`src/core/crc_scan_pkg.sv`:
```
/*
 * constants, field positions, reset values and state types for the flash
 * checksum scanner and its register slave.
 * assumes: one 100 MHz clock; the register window is reached over axi4-lite,
 * each register in the low byte of its own aligned word.
 */
// Functional notes
// RL1: setup register ignores writes while busy or after a failure nmi fired.
// RL2: access mode 0x0 is priority: one check, cpu halted until done.
// RL3: after a startup scan the mode field reads non-zero; software rewrites 0x0.
// RL4: section select 0 whole, 1 boot plus application, 2 boot, 3 reserved.
// RL5: after a startup scan the section field reads back the configured region.
// RL6: progress flags are read only, writes ignored, reset value 0x02.
// RL7: pass flag is one after reset and cleared when the scanner is enabled.
// RL8: pass flag reads zero for the whole time a check is busy.
// RL9: pass flag reads one only when the last finished check matched.
// RL10: busy flag is one exactly while a check is in progress.
// RL11: while busy, protected control fields refuse writes.
// RL12: software treats a continuous scan as passing until failure or stop.
// RL13: in priority mode one 16-bit flash word is fetched every third cycle.
// RL14: the check begins three cycles after enable is written, cpu keeps running.
// RL15: a mismatch clears pass and, if enabled, raises an nmi held until reset.
// RL16: a reserved mode or section code performs no check at all.
package crc_scan_pkg;

   // register indices; byte address is four times the index
   localparam logic [2:0] IDX_CTRL     = 3'h0;
   localparam logic [2:0] IDX_SETUP    = 3'h1;
   localparam logic [2:0] IDX_FLAGS    = 3'h2;
   localparam logic [2:0] IDX_IRQ_STAT = 3'h3;
   localparam logic [2:0] IDX_IRQ_MASK = 3'h4;

   // field positions
   localparam int CTRL_ENABLE_BIT = 0;
   localparam int CTRL_FAILURE_INTERRUPT_ENABLE_BIT  = 1;
   localparam int CTRL_RESET_BIT  = 7;
   localparam int MODE_LSB        = 4;
   localparam int SRC_LSB         = 0;
   localparam int FLAG_BUSY_BIT   = 0;
   localparam int FLAG_PASS_BIT   = 1;
   localparam int IRQ_DONE_BIT    = 0;
   localparam int IRQ_FAIL_BIT    = 1;

   // reset values
   localparam logic [7:0] SETUP_RESET = 8'h00;
   localparam logic [7:0] FLAGS_RESET = 8'h02;

   // field codes
   localparam logic [1:0] MODE_PRIORITY = 2'h0;
   localparam logic [1:0] MODE_STARTUP  = 2'h1;
   localparam logic [1:0] SRC_WHOLE     = 2'h0;
   localparam logic [1:0] SRC_BOOT_APP  = 2'h1;
   localparam logic [1:0] SRC_BOOT      = 2'h2;
   localparam logic [1:0] SRC_RESERVED  = 2'h3;

   // cycle counts
   localparam logic [1:0] START_DELAY_CYC  = 2'h3;
   localparam logic [1:0] FETCH_PERIOD_CYC = 2'h3;
   localparam logic [1:0] PHASE_ISSUE      = 2'h0;
   localparam logic [1:0] PHASE_TAKE       = 2'h1;

   // flash section unit: one fuse step is 256 bytes, 128 words
   localparam int WORDS_PER_FUSE_UNIT = 128;

   // checksum
   localparam logic [15:0] CRC_INIT = 16'hffff;
   localparam logic [15:0] CRC_POLY = 16'h1021;

   // axi responses
   localparam logic [1:0] RESP_OKAY   = 2'h0;
   localparam logic [1:0] RESP_SLVERR = 2'h2;

   typedef enum logic [1:0] {ST_IDLE, ST_ARM, ST_SCAN} scan_state_e;

endpackage

```
`src/core/crc16_word_step.sv`:
```
/*
 * one 16-bit word folded into a crc16, msb first, combinational.
 * assumes: caller registers the result.
 */
`timescale 1ns/1ps
module crc16_word_step #(
   parameter logic [15:0] POLY = crc_scan_pkg::CRC_POLY
) (
   input  wire logic [15:0] crc_in,
   input  wire logic [15:0] word,
   output logic      [15:0] crc_out
);
   import crc_scan_pkg::*;

   // bitwise shift register, unrolled by the loop
   always_comb begin
      logic [15:0] c;
      c = crc_in;
      for (int i = 15; i >= 0; i--) begin
         if (c[15] ^ word[i]) begin
            c = {c[14:0], 1'b0} ^ POLY;
         end else begin
            c = {c[14:0], 1'b0};
         end
      end
      crc_out = c;
   end

endmodule

```
`src/core/flash_checksum_scanner.sv`:
```
/*
 * flash checksum scanner: control, setup and progress flag registers on an
 * axi4-lite slave, a priority-mode flash walker and an interrupt block.
 * assumes: flash answers a read one cycle after flash_rd; the checksum word
 * sits in the last word of the section; fuse inputs are stable.
 */
`timescale 1ns/1ps
module flash_checksum_scanner #(
   parameter int AXI_AW      = 8,
   parameter int FLASH_WORDS = 2048,
   parameter int FLASH_AW    = $clog2(FLASH_WORDS)
) (
   input  wire logic                     aclk,
   input  wire logic                     aresetn,
   input  wire logic [AXI_AW-1:0]        awaddr,
   input  wire logic                     awvalid,
   output logic                          awready,
   input  wire logic [31:0]              wdata,
   input  wire logic [3:0]               wstrb,
   input  wire logic                     wvalid,
   output logic                          wready,
   output logic [1:0]                    bresp,
   output logic                          bvalid,
   input  wire logic                     bready,
   input  wire logic [AXI_AW-1:0]        araddr,
   input  wire logic                     arvalid,
   output logic                          arready,
   output logic [31:0]                   rdata,
   output logic [1:0]                    rresp,
   output logic                          rvalid,
   input  wire logic                     rready,
   output logic                          flash_rd,
   output logic [FLASH_AW-1:0]           flash_addr,
   input  wire logic [15:0]              flash_rdata,
   input  wire logic [7:0]               boot_end_fuse,
   input  wire logic [7:0]               app_end_fuse,
   input  wire logic                     scan_at_reset,
   input  wire logic [1:0]               reset_section_select,
   output logic                          cpu_stall,
   output logic                          nmi,
   output logic                          irq
);
   import crc_scan_pkg::*;

   typedef struct packed {
      logic                awready;
      logic                wready;
      logic                bvalid;
      logic [1:0]          bresp;
      logic                arready;
      logic                rvalid;
      logic [1:0]          rresp;
      logic [7:0]          rdata;
      logic                aw_held;
      logic                aw_ok;
      logic [2:0]          aw_idx;
      logic                w_held;
      logic [7:0]          wbyte;
      logic                wlane;
      logic                enable;
      logic                failure_interrupt_enable;
      logic [1:0]          mode;
      logic [1:0]          section_select;
      logic                busy;
      logic                pass;
      logic                nmi;
      logic                rst_pend;
      logic                strap_pend;
      logic                from_strap;
      scan_state_e         state;
      logic [1:0]          arm_cnt;
      logic [1:0]          phase;
      logic [FLASH_AW-1:0] waddr;
      logic [FLASH_AW-1:0] last;
      logic [15:0]         crc;
      logic                flash_rd;
      logic [1:0]          irq_stat;
      logic [1:0]          irq_mask;
      logic                irq;
   } scan_s;

   scan_s       st;
   scan_s       next_st;
   logic [15:0] crc_next;
   logic        wr_do;
   logic        start_req;
   logic        setup_wr;
   logic        fail_evt;
   logic        done_evt;
   logic        cfg_ok;

   // aligned word decode: index in bits 4:2, nothing mapped above
   function automatic logic idx_ok(input logic [AXI_AW-1:0] a);
      return (a[AXI_AW-1:5] == '0) && (a[4:2] <= IDX_IRQ_MASK) && (a[1:0] == 2'h0);
   endfunction

   // last word of the chosen section; its content is the stored checksum
   function automatic logic [FLASH_AW-1:0] section_last(input logic [1:0] s);
      logic [31:0] w;
      w = 32'(FLASH_WORDS);
      if (s == SRC_BOOT_APP) begin
         w = 32'(app_end_fuse) * 32'(WORDS_PER_FUSE_UNIT);
      end else if (s == SRC_BOOT) begin
         w = 32'(boot_end_fuse) * 32'(WORDS_PER_FUSE_UNIT);
      end
      return FLASH_AW'(w - 32'h1);
   endfunction

   crc16_word_step #(
      .POLY    (CRC_POLY)
   ) i_crc16_word_step (
      .crc_in  (st.crc),
      .word    (flash_rdata),
      .crc_out (crc_next)
   );

   // reserved mode or section gives no check; a startup scan bypasses mode
   assign cfg_ok = (st.mode == MODE_PRIORITY || st.from_strap)
                   && st.section_select != SRC_RESERVED; // RL2 RL4 RL16

   // next state of the whole block
   always_comb begin
      next_st   = st;
      fail_evt  = 1'b0;
      done_evt  = 1'b0;
      start_req = 1'b0;
      setup_wr  = 1'b0;
      wr_do     = st.aw_held && st.w_held && !st.bvalid;

      // read channel: answer one cycle after the address is taken
      if (st.rvalid && rready) begin
         next_st.rvalid = 1'b0;
      end
      if (arvalid && st.arready) begin
         next_st.rvalid = 1'b1;
         next_st.rresp  = idx_ok(araddr) ? RESP_OKAY : RESP_SLVERR;
         next_st.rdata  = 8'h00;
         if (idx_ok(araddr)) begin
            unique case (araddr[4:2])
               IDX_CTRL:     next_st.rdata = {6'h00, st.failure_interrupt_enable, st.enable};
               IDX_SETUP:    next_st.rdata = {2'h0, st.mode, 2'h0, st.section_select};
               IDX_FLAGS:    next_st.rdata = {6'h00, st.pass, st.busy}; // RL10
               IDX_IRQ_STAT: next_st.rdata = {6'h00, st.irq_stat};
               IDX_IRQ_MASK: next_st.rdata = {6'h00, st.irq_mask};
               default:      next_st.rdata = 8'h00;
            endcase
         end
      end

      // write channels: address and data taken in either order
      if (awvalid && st.awready) begin
         next_st.aw_held = 1'b1;
         next_st.aw_ok   = idx_ok(awaddr);
         next_st.aw_idx  = awaddr[4:2];
      end
      if (wvalid && st.wready) begin
         next_st.w_held = 1'b1;
         next_st.wbyte  = wdata[7:0];
         next_st.wlane  = wstrb[0];
      end
      if (st.bvalid && bready) begin
         next_st.bvalid = 1'b0;
      end

      // scan sequencer
      unique case (st.state)
         ST_IDLE: begin
         end
         ST_ARM: begin
            if (st.arm_cnt != 2'h0) begin
               next_st.arm_cnt = st.arm_cnt - 2'h1;
            end else if (cfg_ok) begin
               next_st.state    = ST_SCAN;
               next_st.busy     = 1'b1; // RL10
               next_st.phase    = PHASE_ISSUE;
               next_st.waddr    = '0;
               next_st.last     = section_last(st.section_select); // RL4
               next_st.crc      = CRC_INIT;
            end else begin
               next_st.state = ST_IDLE; // RL16
            end
         end
         ST_SCAN: begin
            next_st.phase = (st.phase == FETCH_PERIOD_CYC - 2'h1) ? PHASE_ISSUE
                            : st.phase + 2'h1; // RL13
            if (st.phase == PHASE_TAKE) begin
               if (st.waddr == st.last) begin
                  next_st.state      = ST_IDLE;
                  next_st.busy       = 1'b0;
                  next_st.from_strap = 1'b0;
                  done_evt           = 1'b1;
                  next_st.pass       = (flash_rdata == st.crc); // RL9
                  if (flash_rdata != st.crc) begin
                     fail_evt    = 1'b1; // RL15
                     next_st.nmi = st.nmi || st.failure_interrupt_enable; // RL15
                  end
               end else begin
                  next_st.crc   = crc_next;
                  next_st.waddr = st.waddr + 1'b1;
               end
            end
         end
      endcase

      // startup scan: strap caught on the first edge after release
      if (st.strap_pend) begin
         next_st.strap_pend = 1'b0;
         if (scan_at_reset) begin
            next_st.enable         = 1'b1;
            next_st.mode           = MODE_STARTUP; // RL3
            next_st.section_select = reset_section_select; // RL5
            next_st.pass           = 1'b0;
            next_st.from_strap     = 1'b1;
            next_st.state          = ST_ARM;
            next_st.arm_cnt        = 2'h0;
         end
      end

      // reset strobe takes effect one cycle after the write
      if (st.rst_pend) begin
         next_st.rst_pend       = 1'b0;
         next_st.enable         = 1'b0;
         next_st.mode           = 2'h0;
         next_st.section_select = 2'h0;
         next_st.busy           = 1'b0;
         next_st.pass           = 1'b0;
         next_st.state          = ST_IDLE;
         next_st.from_strap     = 1'b0;
      end

      // register write, answered the cycle after both halves are held
      if (wr_do) begin
         next_st.aw_held = 1'b0;
         next_st.w_held  = 1'b0;
         next_st.bvalid  = 1'b1;
         next_st.bresp   = st.aw_ok ? RESP_OKAY : RESP_SLVERR;
         if (st.aw_ok && st.wlane) begin
            unique case (st.aw_idx)
               IDX_CTRL: begin
                  // once the nmi fired the control register takes no writes; irq status and mask still do
                  if (!st.nmi) begin
                     next_st.enable = st.wbyte[CTRL_ENABLE_BIT];
                     if (st.wbyte[CTRL_FAILURE_INTERRUPT_ENABLE_BIT] && !st.busy) begin
                        next_st.failure_interrupt_enable = 1'b1; // RL11
                     end
                     if (st.wbyte[CTRL_RESET_BIT] && (!st.failure_interrupt_enable || !st.busy)) begin
                        next_st.rst_pend = 1'b1;
                     end
                     if (st.wbyte[CTRL_ENABLE_BIT] && st.state == ST_IDLE) begin
                        start_req       = 1'b1;
                        next_st.pass    = 1'b0; // RL7
                        next_st.state   = ST_ARM;
                        next_st.arm_cnt = START_DELAY_CYC - 2'h1; // RL14
                     end
                  end
               end
               IDX_SETUP: begin
                  setup_wr = 1'b1;
                  if (!st.busy && !st.nmi) begin // RL1 RL11
                     next_st.mode           = st.wbyte[MODE_LSB +: 2]; // RL2 RL3
                     next_st.section_select = st.wbyte[SRC_LSB +: 2]; // RL4
                  end
               end
               IDX_FLAGS: begin
               end
               IDX_IRQ_STAT: begin
                  next_st.irq_stat = st.irq_stat & ~st.wbyte[1:0];
               end
               IDX_IRQ_MASK: begin
                  next_st.irq_mask = st.wbyte[1:0];
               end
               default: begin
               end
            endcase
         end
      end

      // sticky events, set wins over a clear in the same cycle
      next_st.irq_stat[IRQ_DONE_BIT] = next_st.irq_stat[IRQ_DONE_BIT] | done_evt;
      next_st.irq_stat[IRQ_FAIL_BIT] = next_st.irq_stat[IRQ_FAIL_BIT] | fail_evt;
      next_st.irq      = |(next_st.irq_stat & next_st.irq_mask);
      next_st.flash_rd = (next_st.state == ST_SCAN) && (next_st.phase == PHASE_ISSUE);
      next_st.awready  = !next_st.aw_held && !next_st.bvalid;
      next_st.wready   = !next_st.w_held && !next_st.bvalid;
      next_st.arready  = !next_st.rvalid;
      // pass can never show while busy, whatever path set it
      if (next_st.busy) begin
         next_st.pass = 1'b0; // RL8
      end

      // synchronous reset: flags come up as 0x02, setup as 0x00
      if (!aresetn) begin
         next_st                = '0;
         next_st.pass           = FLAGS_RESET[FLAG_PASS_BIT]; // RL6 RL7
         next_st.busy           = FLAGS_RESET[FLAG_BUSY_BIT];
         next_st.mode           = SETUP_RESET[MODE_LSB +: 2];
         next_st.section_select = SETUP_RESET[SRC_LSB +: 2];
         next_st.state          = ST_IDLE;
         next_st.strap_pend     = 1'b1;
      end
   end

   // the single state register
   always_ff @(posedge aclk) begin
      st <= next_st;
   end

   // every output straight from the state register
   assign awready    = st.awready;
   assign wready     = st.wready;
   assign bvalid     = st.bvalid;
   assign bresp      = st.bresp;
   assign arready    = st.arready;
   assign rvalid     = st.rvalid;
   assign rresp      = st.rresp;
   assign rdata      = {24'h000000, st.rdata};
   assign flash_rd   = st.flash_rd;
   assign flash_addr = st.waddr;
   assign cpu_stall  = st.busy; // RL2
   assign nmi        = st.nmi;
   assign irq        = st.irq;
endmodule

```
`config.mk`:
```
export PLATFORM = sky130hd
export DESIGN_NAME = flash_checksum_scanner
export DESIGN_NICKNAME = d
export VERILOG_FILES = /design/src/core/crc_scan_pkg.sv /design/src/core/crc16_word_step.sv /design/src/core/flash_checksum_scanner.sv
export SDC_FILE = /design/constraint.sdc
export NUM_CORES = 1
export LEC_CHECK = 0
export BUFFER_PORTS_ARGS = -buffer_cell sky130_fd_sc_hd__buf_2
export CAP_MARGIN = 15
export CORE_UTILIZATION = 50
export DETAILED_ROUTE_END_ITERATION = 10
export PLACE_DENSITY = 0.83
export SKIP_LAST_GASP = 1
export SLEW_MARGIN = 5
export SYNTH_ARGS = -nofsm -noshare
export SYNTH_HDL_FRONTEND = slang
export SYNTH_HIERARCHICAL = 1
export SYNTH_SLANG_ARGS = --single-unit
```
`constraint.sdc`:
```
create_clock -name aclk -period 2.5 [get_ports aclk]
set_clock_uncertainty 0.1 [all_clocks]
set_input_delay 0.125 -clock aclk [delete_from_list [all_inputs] [get_ports aclk]]
set_output_delay 0.125 -clock aclk [all_outputs]
set_load 0.01 [all_outputs]
```
==> results_tabular.tex, run 1 <==
\begin{tabular}{lr}
\hline
Metric & Value \\
\hline
\multicolumn{2}{l}{\textbf{Cells and area}} \\
\quad Layout cells sized above 1 & 19.91\% \\
\quad Number of nets in the layout & 728 \\
\quad Layout area overhead & 15.30\% \\
\quad Sequential Area & 1582 sq um \\
\quad Total inserted antenna cells & 0 \\
\quad Share of the core filled with cells & 60.39\% \\
\quad Fill cells & 717 \\
\quad Multi-input gate area & 2675 sq um \\
\quad Flip-flop count of the largest register after layout & 53 \\
\quad Register ranked first by flip-flop count & st \\
\multicolumn{2}{l}{\textbf{Setup path}} \\
\quad Critical path endpoint category & register \\
\quad Capturing point of the worst reg2reg path & flash\_addr[10]\$\_SDFFE\_PN0P\_ \\
\quad Launch instance of the worst register-to-register path & flash\_addr[0]\$\_SDFFE\_PN0P\_ \\
\quad Worst path required time & 2690 ps \\
\quad Crit Path Category & reg2reg \\
\quad CP Capture Point & flash\_addr[10]\$\_SDFFE\_PN0P\_ \\
\quad Kind of launch point of the worst setup path & register \\
\quad Critical Path Source & flash\_addr[0]\$\_SDFFE\_PN0P\_ \\
\quad Critical path arrival & 2440 ps \\
\quad Length in cells of the worst reg-to-reg path & 6 \\
\quad Maximum fanout along the worst path & 23 \\
\quad Setup slack, reg-to-reg & 240 ps \\
\multicolumn{2}{l}{\textbf{STA}} \\
\quad Final period utilization & 90.28\% \\
\quad Min Hold Slack & 27.92 ps \\
\quad Headroom to the max-slew limit & 48.88\% \\
\quad Number of endpoints with negative hold slack in the final report & 0 \\
\quad Final count of negative-setup-slack endpoints & 0 \\
\quad Sum Neg Setup Slack & 0 ps \\
\quad Fin crit period & 2257 ps \\
\quad Transition at the pin with the smallest max-transition slack & 759.8 ps \\
\quad Highest Clock Rate & 443.1 MHz \\
\quad RSZ-0062 raised after global routing & no \\
\quad Slew Limit Fails & 0 \\
\multicolumn{2}{l}{\textbf{Global routing}} \\
\quad Via count of the first global-routing pass & 3867 \\
\quad Largest net degree at the start of global routing & 26 \\
\quad Routing usage on met1 & 26.33\% \\
\quad First-pass GRT wire length & 17350 microns \\
\quad Total congestion overflow & 0 \\
\quad Met2 Resource Use GR & 39.92\% \\
\quad Busiest grt layer & met2 \\
\quad Number of antenna violations at the first check in global routing & 0 \\
\quad Met3 track demand over resource & 4.724\% \\
\quad Global Route Usage Sum & 22.55\% \\
\multicolumn{2}{l}{\textbf{Die}} \\
\quad Initial core utilization & 52.37\% \\
\quad Die area & 9612 sq um \\
\quad Standard-cell rows & 34 \\
\quad Core Region & 8806 sq um \\
\quad Horizontal extent of the die & 98.04 microns \\
\quad Top-level I/O count & 150 \\
\quad Die extent in y & 98.04 microns \\
\multicolumn{2}{l}{\textbf{Clock network}} \\
\quad Max clock buf depth & 2 \\
\quad Clock tree from TritonCTS & built \\
\quad Sink Count & 79 \\
\quad Total number of H-tree levels & 3 \\
\quad CTS buffer count & 9 \\
\quad Clock-pin slew on the worst setup and hold paths & 80 ps \\
\quad Insertion delay of the later-clocked pin in the worst-skew pair & 360 ps \\
\quad Total setup buffers inserted after CTS & 0 \\
\quad Post-cts repair resize count & 0 \\
\quad CTS Root Buffer Type & clkbuf\_8 \\
\quad \# hold bufs at CTS & 23 \\
\multicolumn{2}{l}{\textbf{Synthesis}} \\
\quad Mean area per synthesized cell & 8.604 sq um \\
\quad Count of flip-flops with a built-in enable after synthesis & 0 \\
\quad Register bit total from synthesis & 79 \\
\quad Proportion of register bits with asynchronous set or reset after synthesis & 0\% \\
\quad Portion of synthesized cell area occupied by the leading cell type & 34.29\% \\
\quad Most area-hungry cell type in the Yosys netlist & dfxtp\_1 \\
\quad Post-synthesis cell count & 536 \\
\quad Dominant register cell in the synthesized netlist & dfxtp\_1 \\
\quad Netlist Area Pre-Place & 4612 sq um \\
\quad Share of synthesized area occupied by flip-flops and latches & 34.29\% \\
\quad Count of yosys warnings during synthesis & 6 \\
\quad Number of distinct standard cells referenced by the synthesized netlist & 60 \\
\quad Largest cells by area after synthesis & dfxtp\_1, buf\_4, xnor2\_1 \\
\multicolumn{2}{l}{\textbf{Drt}} \\
\quad Total vias in the final route & 4051 \\
\quad Mean number of vias per cell & 5.467 \\
\quad Final Routed Wirelength & 10500 microns \\
\quad Total iterations of the first detailed-routing run & 8 \\
\quad DRC & 7 \\
\quad Post-route antenna net violation count & 0 \\
\quad Average wire per standard cell & 14.18 microns \\
\quad Initial DRC Count & 332 \\
\multicolumn{2}{l}{\textbf{Status}} \\
\quad Result of the run & finished, violations left \\
\quad Failing checks & DRC \\
\multicolumn{2}{l}{\textbf{Power}} \\
\quad Power per cell area & 579.0 nW/um\^{}2 \\
\quad Peak VDD IR & 290.1 uV \\
\quad Leak & 2.168 nW \\
\multicolumn{2}{l}{\textbf{Placement}} \\
\quad Placed wire-length estimate & 7536 microns \\
\quad Port Buffers & 81 \\
\quad Routability Congestion & 0.8913 \\
\multicolumn{2}{l}{\textbf{Job}} \\
\quad Max-cap check violation count & 0 \\
\multicolumn{2}{l}{\textbf{Worst hold path}} \\
\quad Worst hold path startpoint & wvalid \\
\quad Class of the tightest hold or removal check & in2reg \\
\hline
\end{tabular}
==> metrics by stage <==
step / instances / power (mW) / area (sq um) / worst slack [ps]
2_1_floorplan: 565 / 2.097 / 4721 / 500.2
3_3_place_gp: 703 / 2.222 / 4925 / 324.2
3_5_place_dp: 703 / 2.246 / 4925 / 314.4
4_1_cts: 741 / 3.094 / 5318 / 247.6
5_1_grt: 741 / 3.249 / 5318 / 135.2
6_report: 741 / 3.079 / 5318 / 243.0
==> worst max-delay path, stage by stage (launching register included) <==
cell	delay, ps
dfxtp_1	370
and4_1	270
a31oi_2	280
o31ai_4	140
a21o_4	350
or4_4	540
a21oi_2	130
==> per-layer routing <==
layer | wire length (microns) | vias up
li1 | - | 1966
met1 | 4408 | 1914
met2 | 5350 | 156
met3 | 580 | 15
met4 | 165 | 0
met5 | 0 | -
==> power breakdown <==
part           total [mW]  internal [mW]  switching, mW  leakage, nW
Clock               0.824          0.357          0.467       0.0825
Combinational       0.883          0.436          0.447         1.44
Sequential           1.37           1.31         0.0577        0.644
==> logic make-up after synthesis <==
kind of cell | after synthesis | synth area share [%]
mux | 9 | 2.008
xor+xnor | 77 | 17.25
buf+inv | 74 | 10.06
compound gates | 89 | 13.05
flops | 79 | 34.29
fa+ha+maj | 5 | 1.356
other cells | 1 | 0.08131
simple gates | 202 | 21.89
==> worst min-delay path by stage <==
stage,end,slack [ps],cells after the start
6_report,st[64]$_SDFFE_PN0P_,30,3
5_1_grt,st[64]$_SDFFE_PN0P_,30,3
3_3_place_gp,st[68]$_SDFFE_PN0P_,280,3
3_5_place_dp,st[68]$_SDFFE_PN0P_,290,3
2_1_floorplan,st[62]$_SDFFE_PN0P_,170,2
4_1_cts,st[64]$_SDFFE_PN0P_,2,3
==> layout make-up <==
| type | count | area share [%] |
|---|---|---|
| multi-input cells | 412 | 50.31 |
| clock buffers | 10 | 2.400 |
| well taps | 108 | 2.541 |
| flip-flops and latches | 79 | 29.74 |
| inverters | 12 | 0.8471 |
| clock inverters | 5 | 0.6588 |
| repair buffers | 115 | 13.51 |
==> cell usage in the layout, fill, tap and decap left out, types with 7 or more instances in the layout <==
cell type       n
inv_1          11
nand2b_1        8
nand2_1        32
buf_2          81
buf_4          11
conb_1         30
dlygate4sd3_1  23
clkbuf_8        9
o21ai_0        10
nor2_1         59
dfxtp_1        79
xnor2_1        39
a22oi_1        12
a21oi_1        34
mux2i_1         7
nand3_1        17
nor4_1          8
nor3_1         41
xor2_1         28
==> synthesized netlist by cell type, types with 3 or more instances <==
cell      instances
dfxtp_1          79
nor2_1           59
buf_4            49
nor3_1           41
xnor2_1          39
a21oi_1          34
nand2_1          32
xor2_1           28
nand3_1          17
a22oi_1          12
clkbuf_1         11
inv_1            11
o21ai_0          10
nand2b_1          8
nor4_1            8
mux2i_1           7
a211oi_1          5
and2_1            5
and3_1            5
ha_1              5
nor2b_1           5
or3_1             5
nand4_1           4
a31oi_1           3
a32oi_1           3
o22ai_1           3
xnor3_1           3
Note: power is estimated with default switching activity, not from simulation.
==> run 2: changes to the inputs <==
- clock period: 2.5 -> 2.4 ns (I/O delays scaled with it)
==> results_tabular.tex, run 2 (synthesis gave the netlist of run 1 again) <==
\begin{tabular}{lr}
\hline
Metric & Value \\
\hline
\multicolumn{2}{l}{\textbf{Status}} \\
\quad Result of the run & finished, violations left \\
\quad Failing checks & DRC \\
\multicolumn{2}{l}{\textbf{Setup path}} \\
\quad Crit Path Category & reg2reg \\
\quad CP Capture Point & flash\_addr[10]\$\_SDFFE\_PN0P\_ \\
\quad Length in cells of the worst reg-to-reg path & 6 (unchanged) \\
\quad Critical Path Source & flash\_addr[0]\$\_SDFFE\_PN0P\_ \\
\quad Maximum fanout along the worst path & 8 (-65\%) \\
\quad Launch instance of the worst register-to-register path & flash\_addr[0]\$\_SDFFE\_PN0P\_ \\
\quad Kind of launch point of the worst setup path & register \\
\quad Critical path endpoint category & register \\
\quad Capturing point of the worst reg2reg path & flash\_addr[10]\$\_SDFFE\_PN0P\_ \\
\quad Critical path arrival & 2400 ps (-40 ps) \\
\quad Worst path required time & 2600 ps (-90 ps) \\
\quad Setup slack, reg-to-reg & 200 ps (-40 ps) \\
\multicolumn{2}{l}{\textbf{Placement}} \\
\quad Port Buffers & 81 (unchanged) \\
\quad Setup slack at placement & 170.4 ps (-144.1 ps) \\
\quad \# placed instances & 709 (+0.85\%) \\
\quad Cell area after placement & 4970 sq um (+0.91\%) \\
\quad Placed wire-length estimate & 7624 microns (+1.2\%) \\
\quad Routability Congestion & 0.8999 (+0.96\%) \\
\multicolumn{2}{l}{\textbf{STA}} \\
\quad Final period utilization & 91.56\% (+1.3 points) \\
\quad Worst path setup slack after routing & 202.5 ps (-40.51 ps) \\
\quad Final count of negative-setup-slack endpoints & 0 (unchanged) \\
\quad RSZ-0062 raised after global routing & no \\
\quad Slew Limit Fails & 0 (unchanged) \\
\quad Number of endpoints with negative hold slack in the final report & 0 (unchanged) \\
\quad Highest Clock Rate & 455.1 MHz (+2.7\%) \\
\quad Headroom to the max-slew limit & 59.61\% (+11 points) \\
\quad Min Hold Slack & 39.38 ps (+11.46 ps) \\
\quad Sum Neg Setup Slack & 0 ps (unchanged) \\
\quad Fin crit period & 2198 ps (-59.49 ps) \\
\quad Transition at the pin with the smallest max-transition slack & 600.8 ps (-159.0 ps) \\
\multicolumn{2}{l}{\textbf{Clock network}} \\
\quad CTS Root Buffer Type & clkbuf\_8 \\
\quad Insertion delay of the later-clocked pin in the worst-skew pair & 370 ps (about the same) \\
\quad CTS buffer count & 9 (unchanged) \\
\quad Sink Count & 79 (unchanged) \\
\quad Clock-pin slew on the worst setup and hold paths & 90 ps (about the same) \\
\quad Total setup buffers inserted after CTS & 0 (unchanged) \\
\quad Clock tree from TritonCTS & built \\
\quad Total number of H-tree levels & 3 (unchanged) \\
\quad Max clock buf depth & 2 (unchanged) \\
\multicolumn{2}{l}{\textbf{Global routing}} \\
\quad Via count of the first global-routing pass & 3892 (+0.65\%) \\
\quad Global Route Usage Sum & 22.69\% (+0.14 points) \\
\quad Busiest grt layer & met2 \\
\quad Largest net degree at the start of global routing & 28 (+7.7\%) \\
\quad Met2 Resource Use GR & 40.09\% (+0.16 points) \\
\quad First-pass GRT wire length & 17600 microns (+1.4\%) \\
\quad Routing usage on met1 & 26.61\% (+0.28 points) \\
\quad Met3 track demand over resource & 5.225\% (+0.50 points) \\
\quad Number of antenna violations at the first check in global routing & 0 (unchanged) \\
\quad Total congestion overflow & 0 (unchanged) \\
\multicolumn{2}{l}{\textbf{Cells and area}} \\
\quad Most common cell after layout, fill and taps aside & buf\_2 \\
\quad Number of nets in the layout & 734 (+0.82\%) \\
\quad Total inserted antenna cells & 0 (unchanged) \\
\quad Finished Layout Cells & 748 (+0.94\%) \\
\quad Flip-flop count of the largest register after layout & 53 (unchanged) \\
\quad Post-route cell area & 5435 sq um (+2.2\%) \\
\quad Register ranked first by flip-flop count & st \\
\quad Top library cells by usage in the layout, fill and taps aside & buf\_2, dfxtp\_1, nor2\_1, nor3\_1, xnor2\_1 \\
\quad Layout area overhead & 17.85\% \\
\quad Share of the core filled with cells & 61.72\% (+1.3 points) \\
\quad Layout cells sized above 1 & 21.09\% (+1.2 points) \\
\multicolumn{2}{l}{\textbf{Power}} \\
\quad Leak & 2.231 nW (+2.9\%) \\
\quad Power per cell area & 645.2 nW/um\^{}2 (+11\%) \\
\quad Total Power Consumption & 3.507 mW (+14\%) \\
\quad Peak VDD IR & 367.0 uV (+26\%) \\
\multicolumn{2}{l}{\textbf{Drt}} \\
\quad Total iterations of the first detailed-routing run & 9 (+1) \\
\quad Post-route antenna net violation count & 0 (unchanged) \\
\quad Average wire per standard cell & 14.30 microns (+0.88\%) \\
\quad Final Routed Wirelength & 10700 microns (+1.8\%) \\
\quad Mean number of vias per cell & 5.445 (-0.40\%) \\
\quad Initial DRC Count & 283 (-15\%) \\
\quad DRC & 7 (unchanged) \\
\quad Total vias in the final route & 4073 (+0.54\%) \\
\multicolumn{2}{l}{\textbf{Worst hold path}} \\
\quad Class of the tightest hold or removal check & in2reg \\
\multicolumn{2}{l}{\textbf{Die}} \\
\quad Standard-cell rows & 34 (unchanged) \\
\quad Core Region & 8806 sq um (unchanged) \\
\quad Die extent in y & 98.04 microns (unchanged) \\
\quad Die area & 9612 sq um (unchanged) \\
\quad Top-level I/O count & 150 (unchanged) \\
\quad Initial core utilization & 52.37\% (unchanged) \\
\quad Horizontal extent of the die & 98.04 microns (unchanged) \\
\multicolumn{2}{l}{\textbf{Job}} \\
\quad Max-cap check violation count & 0 (unchanged) \\
\hline
\end{tabular}
## run 2: how the worst min path moves through the flow
stage | to | slack, ps | startpoint | cells past startpoint
6_report | st[75]$_SDFFE_PN0P_ | 40 | awaddr[1] | 6
3_3_place_gp | st[62]$_SDFFE_PN0P_ | 280 | wstrb[0] | 3
5_1_grt | st[54]$_SDFF_PN1_ | 50 | aresetn | 3
3_5_place_dp | st[67]$_SDFFE_PN0P_ | 280 | wdata[4] | 3
4_1_cts | st[75]$_SDFFE_PN0P_ | 30 | awaddr[1] | 6
2_1_floorplan | st[62]$_SDFFE_PN0P_ | 170 | wstrb[0] | 2
## run 2: power breakdown
part	internal [mW]	switching, mW
Sequential	1.37	0.0621
Clock	0.621	0.514
Combinational	0.465	0.475
## run 2: worst max-delay path, cell delays in order (launching register included)
cell     delay [ps]
dfxtp_1         390
and4_1          290
a31oi_2         300
o31ai_4         120
a21o_4          280
or4_4           520
a21oi_2         140
## run 2: cell type report
class                      count  area, sq um
fill                         758         3371
clock inverter                 6        91.34
tap                          108        135.1
inverter                      12        45.04
sequential                    79         1582
timing repair buffer         121        763.2
multi-input combinational    412         2681
clock buffer                  10        137.6
## run 2: timing repair
item / in CTS / in global routing
resized for setup: 0 / 1
setup endpoints to repair: 0 / 4
endpoints found under the hold margin: 15 / 0
hold buffers: 23 / 0
## run 2: metal layers
| metal | share of wire, % | wire length (microns) |
|---|---|---|
| met1 | 41 | 4407 |
| met2 | 50 | 5345 |
| met3 | 7.2 | 765 |
| met4 | 1.7 | 179 |
| met5 | 0 | 0 |
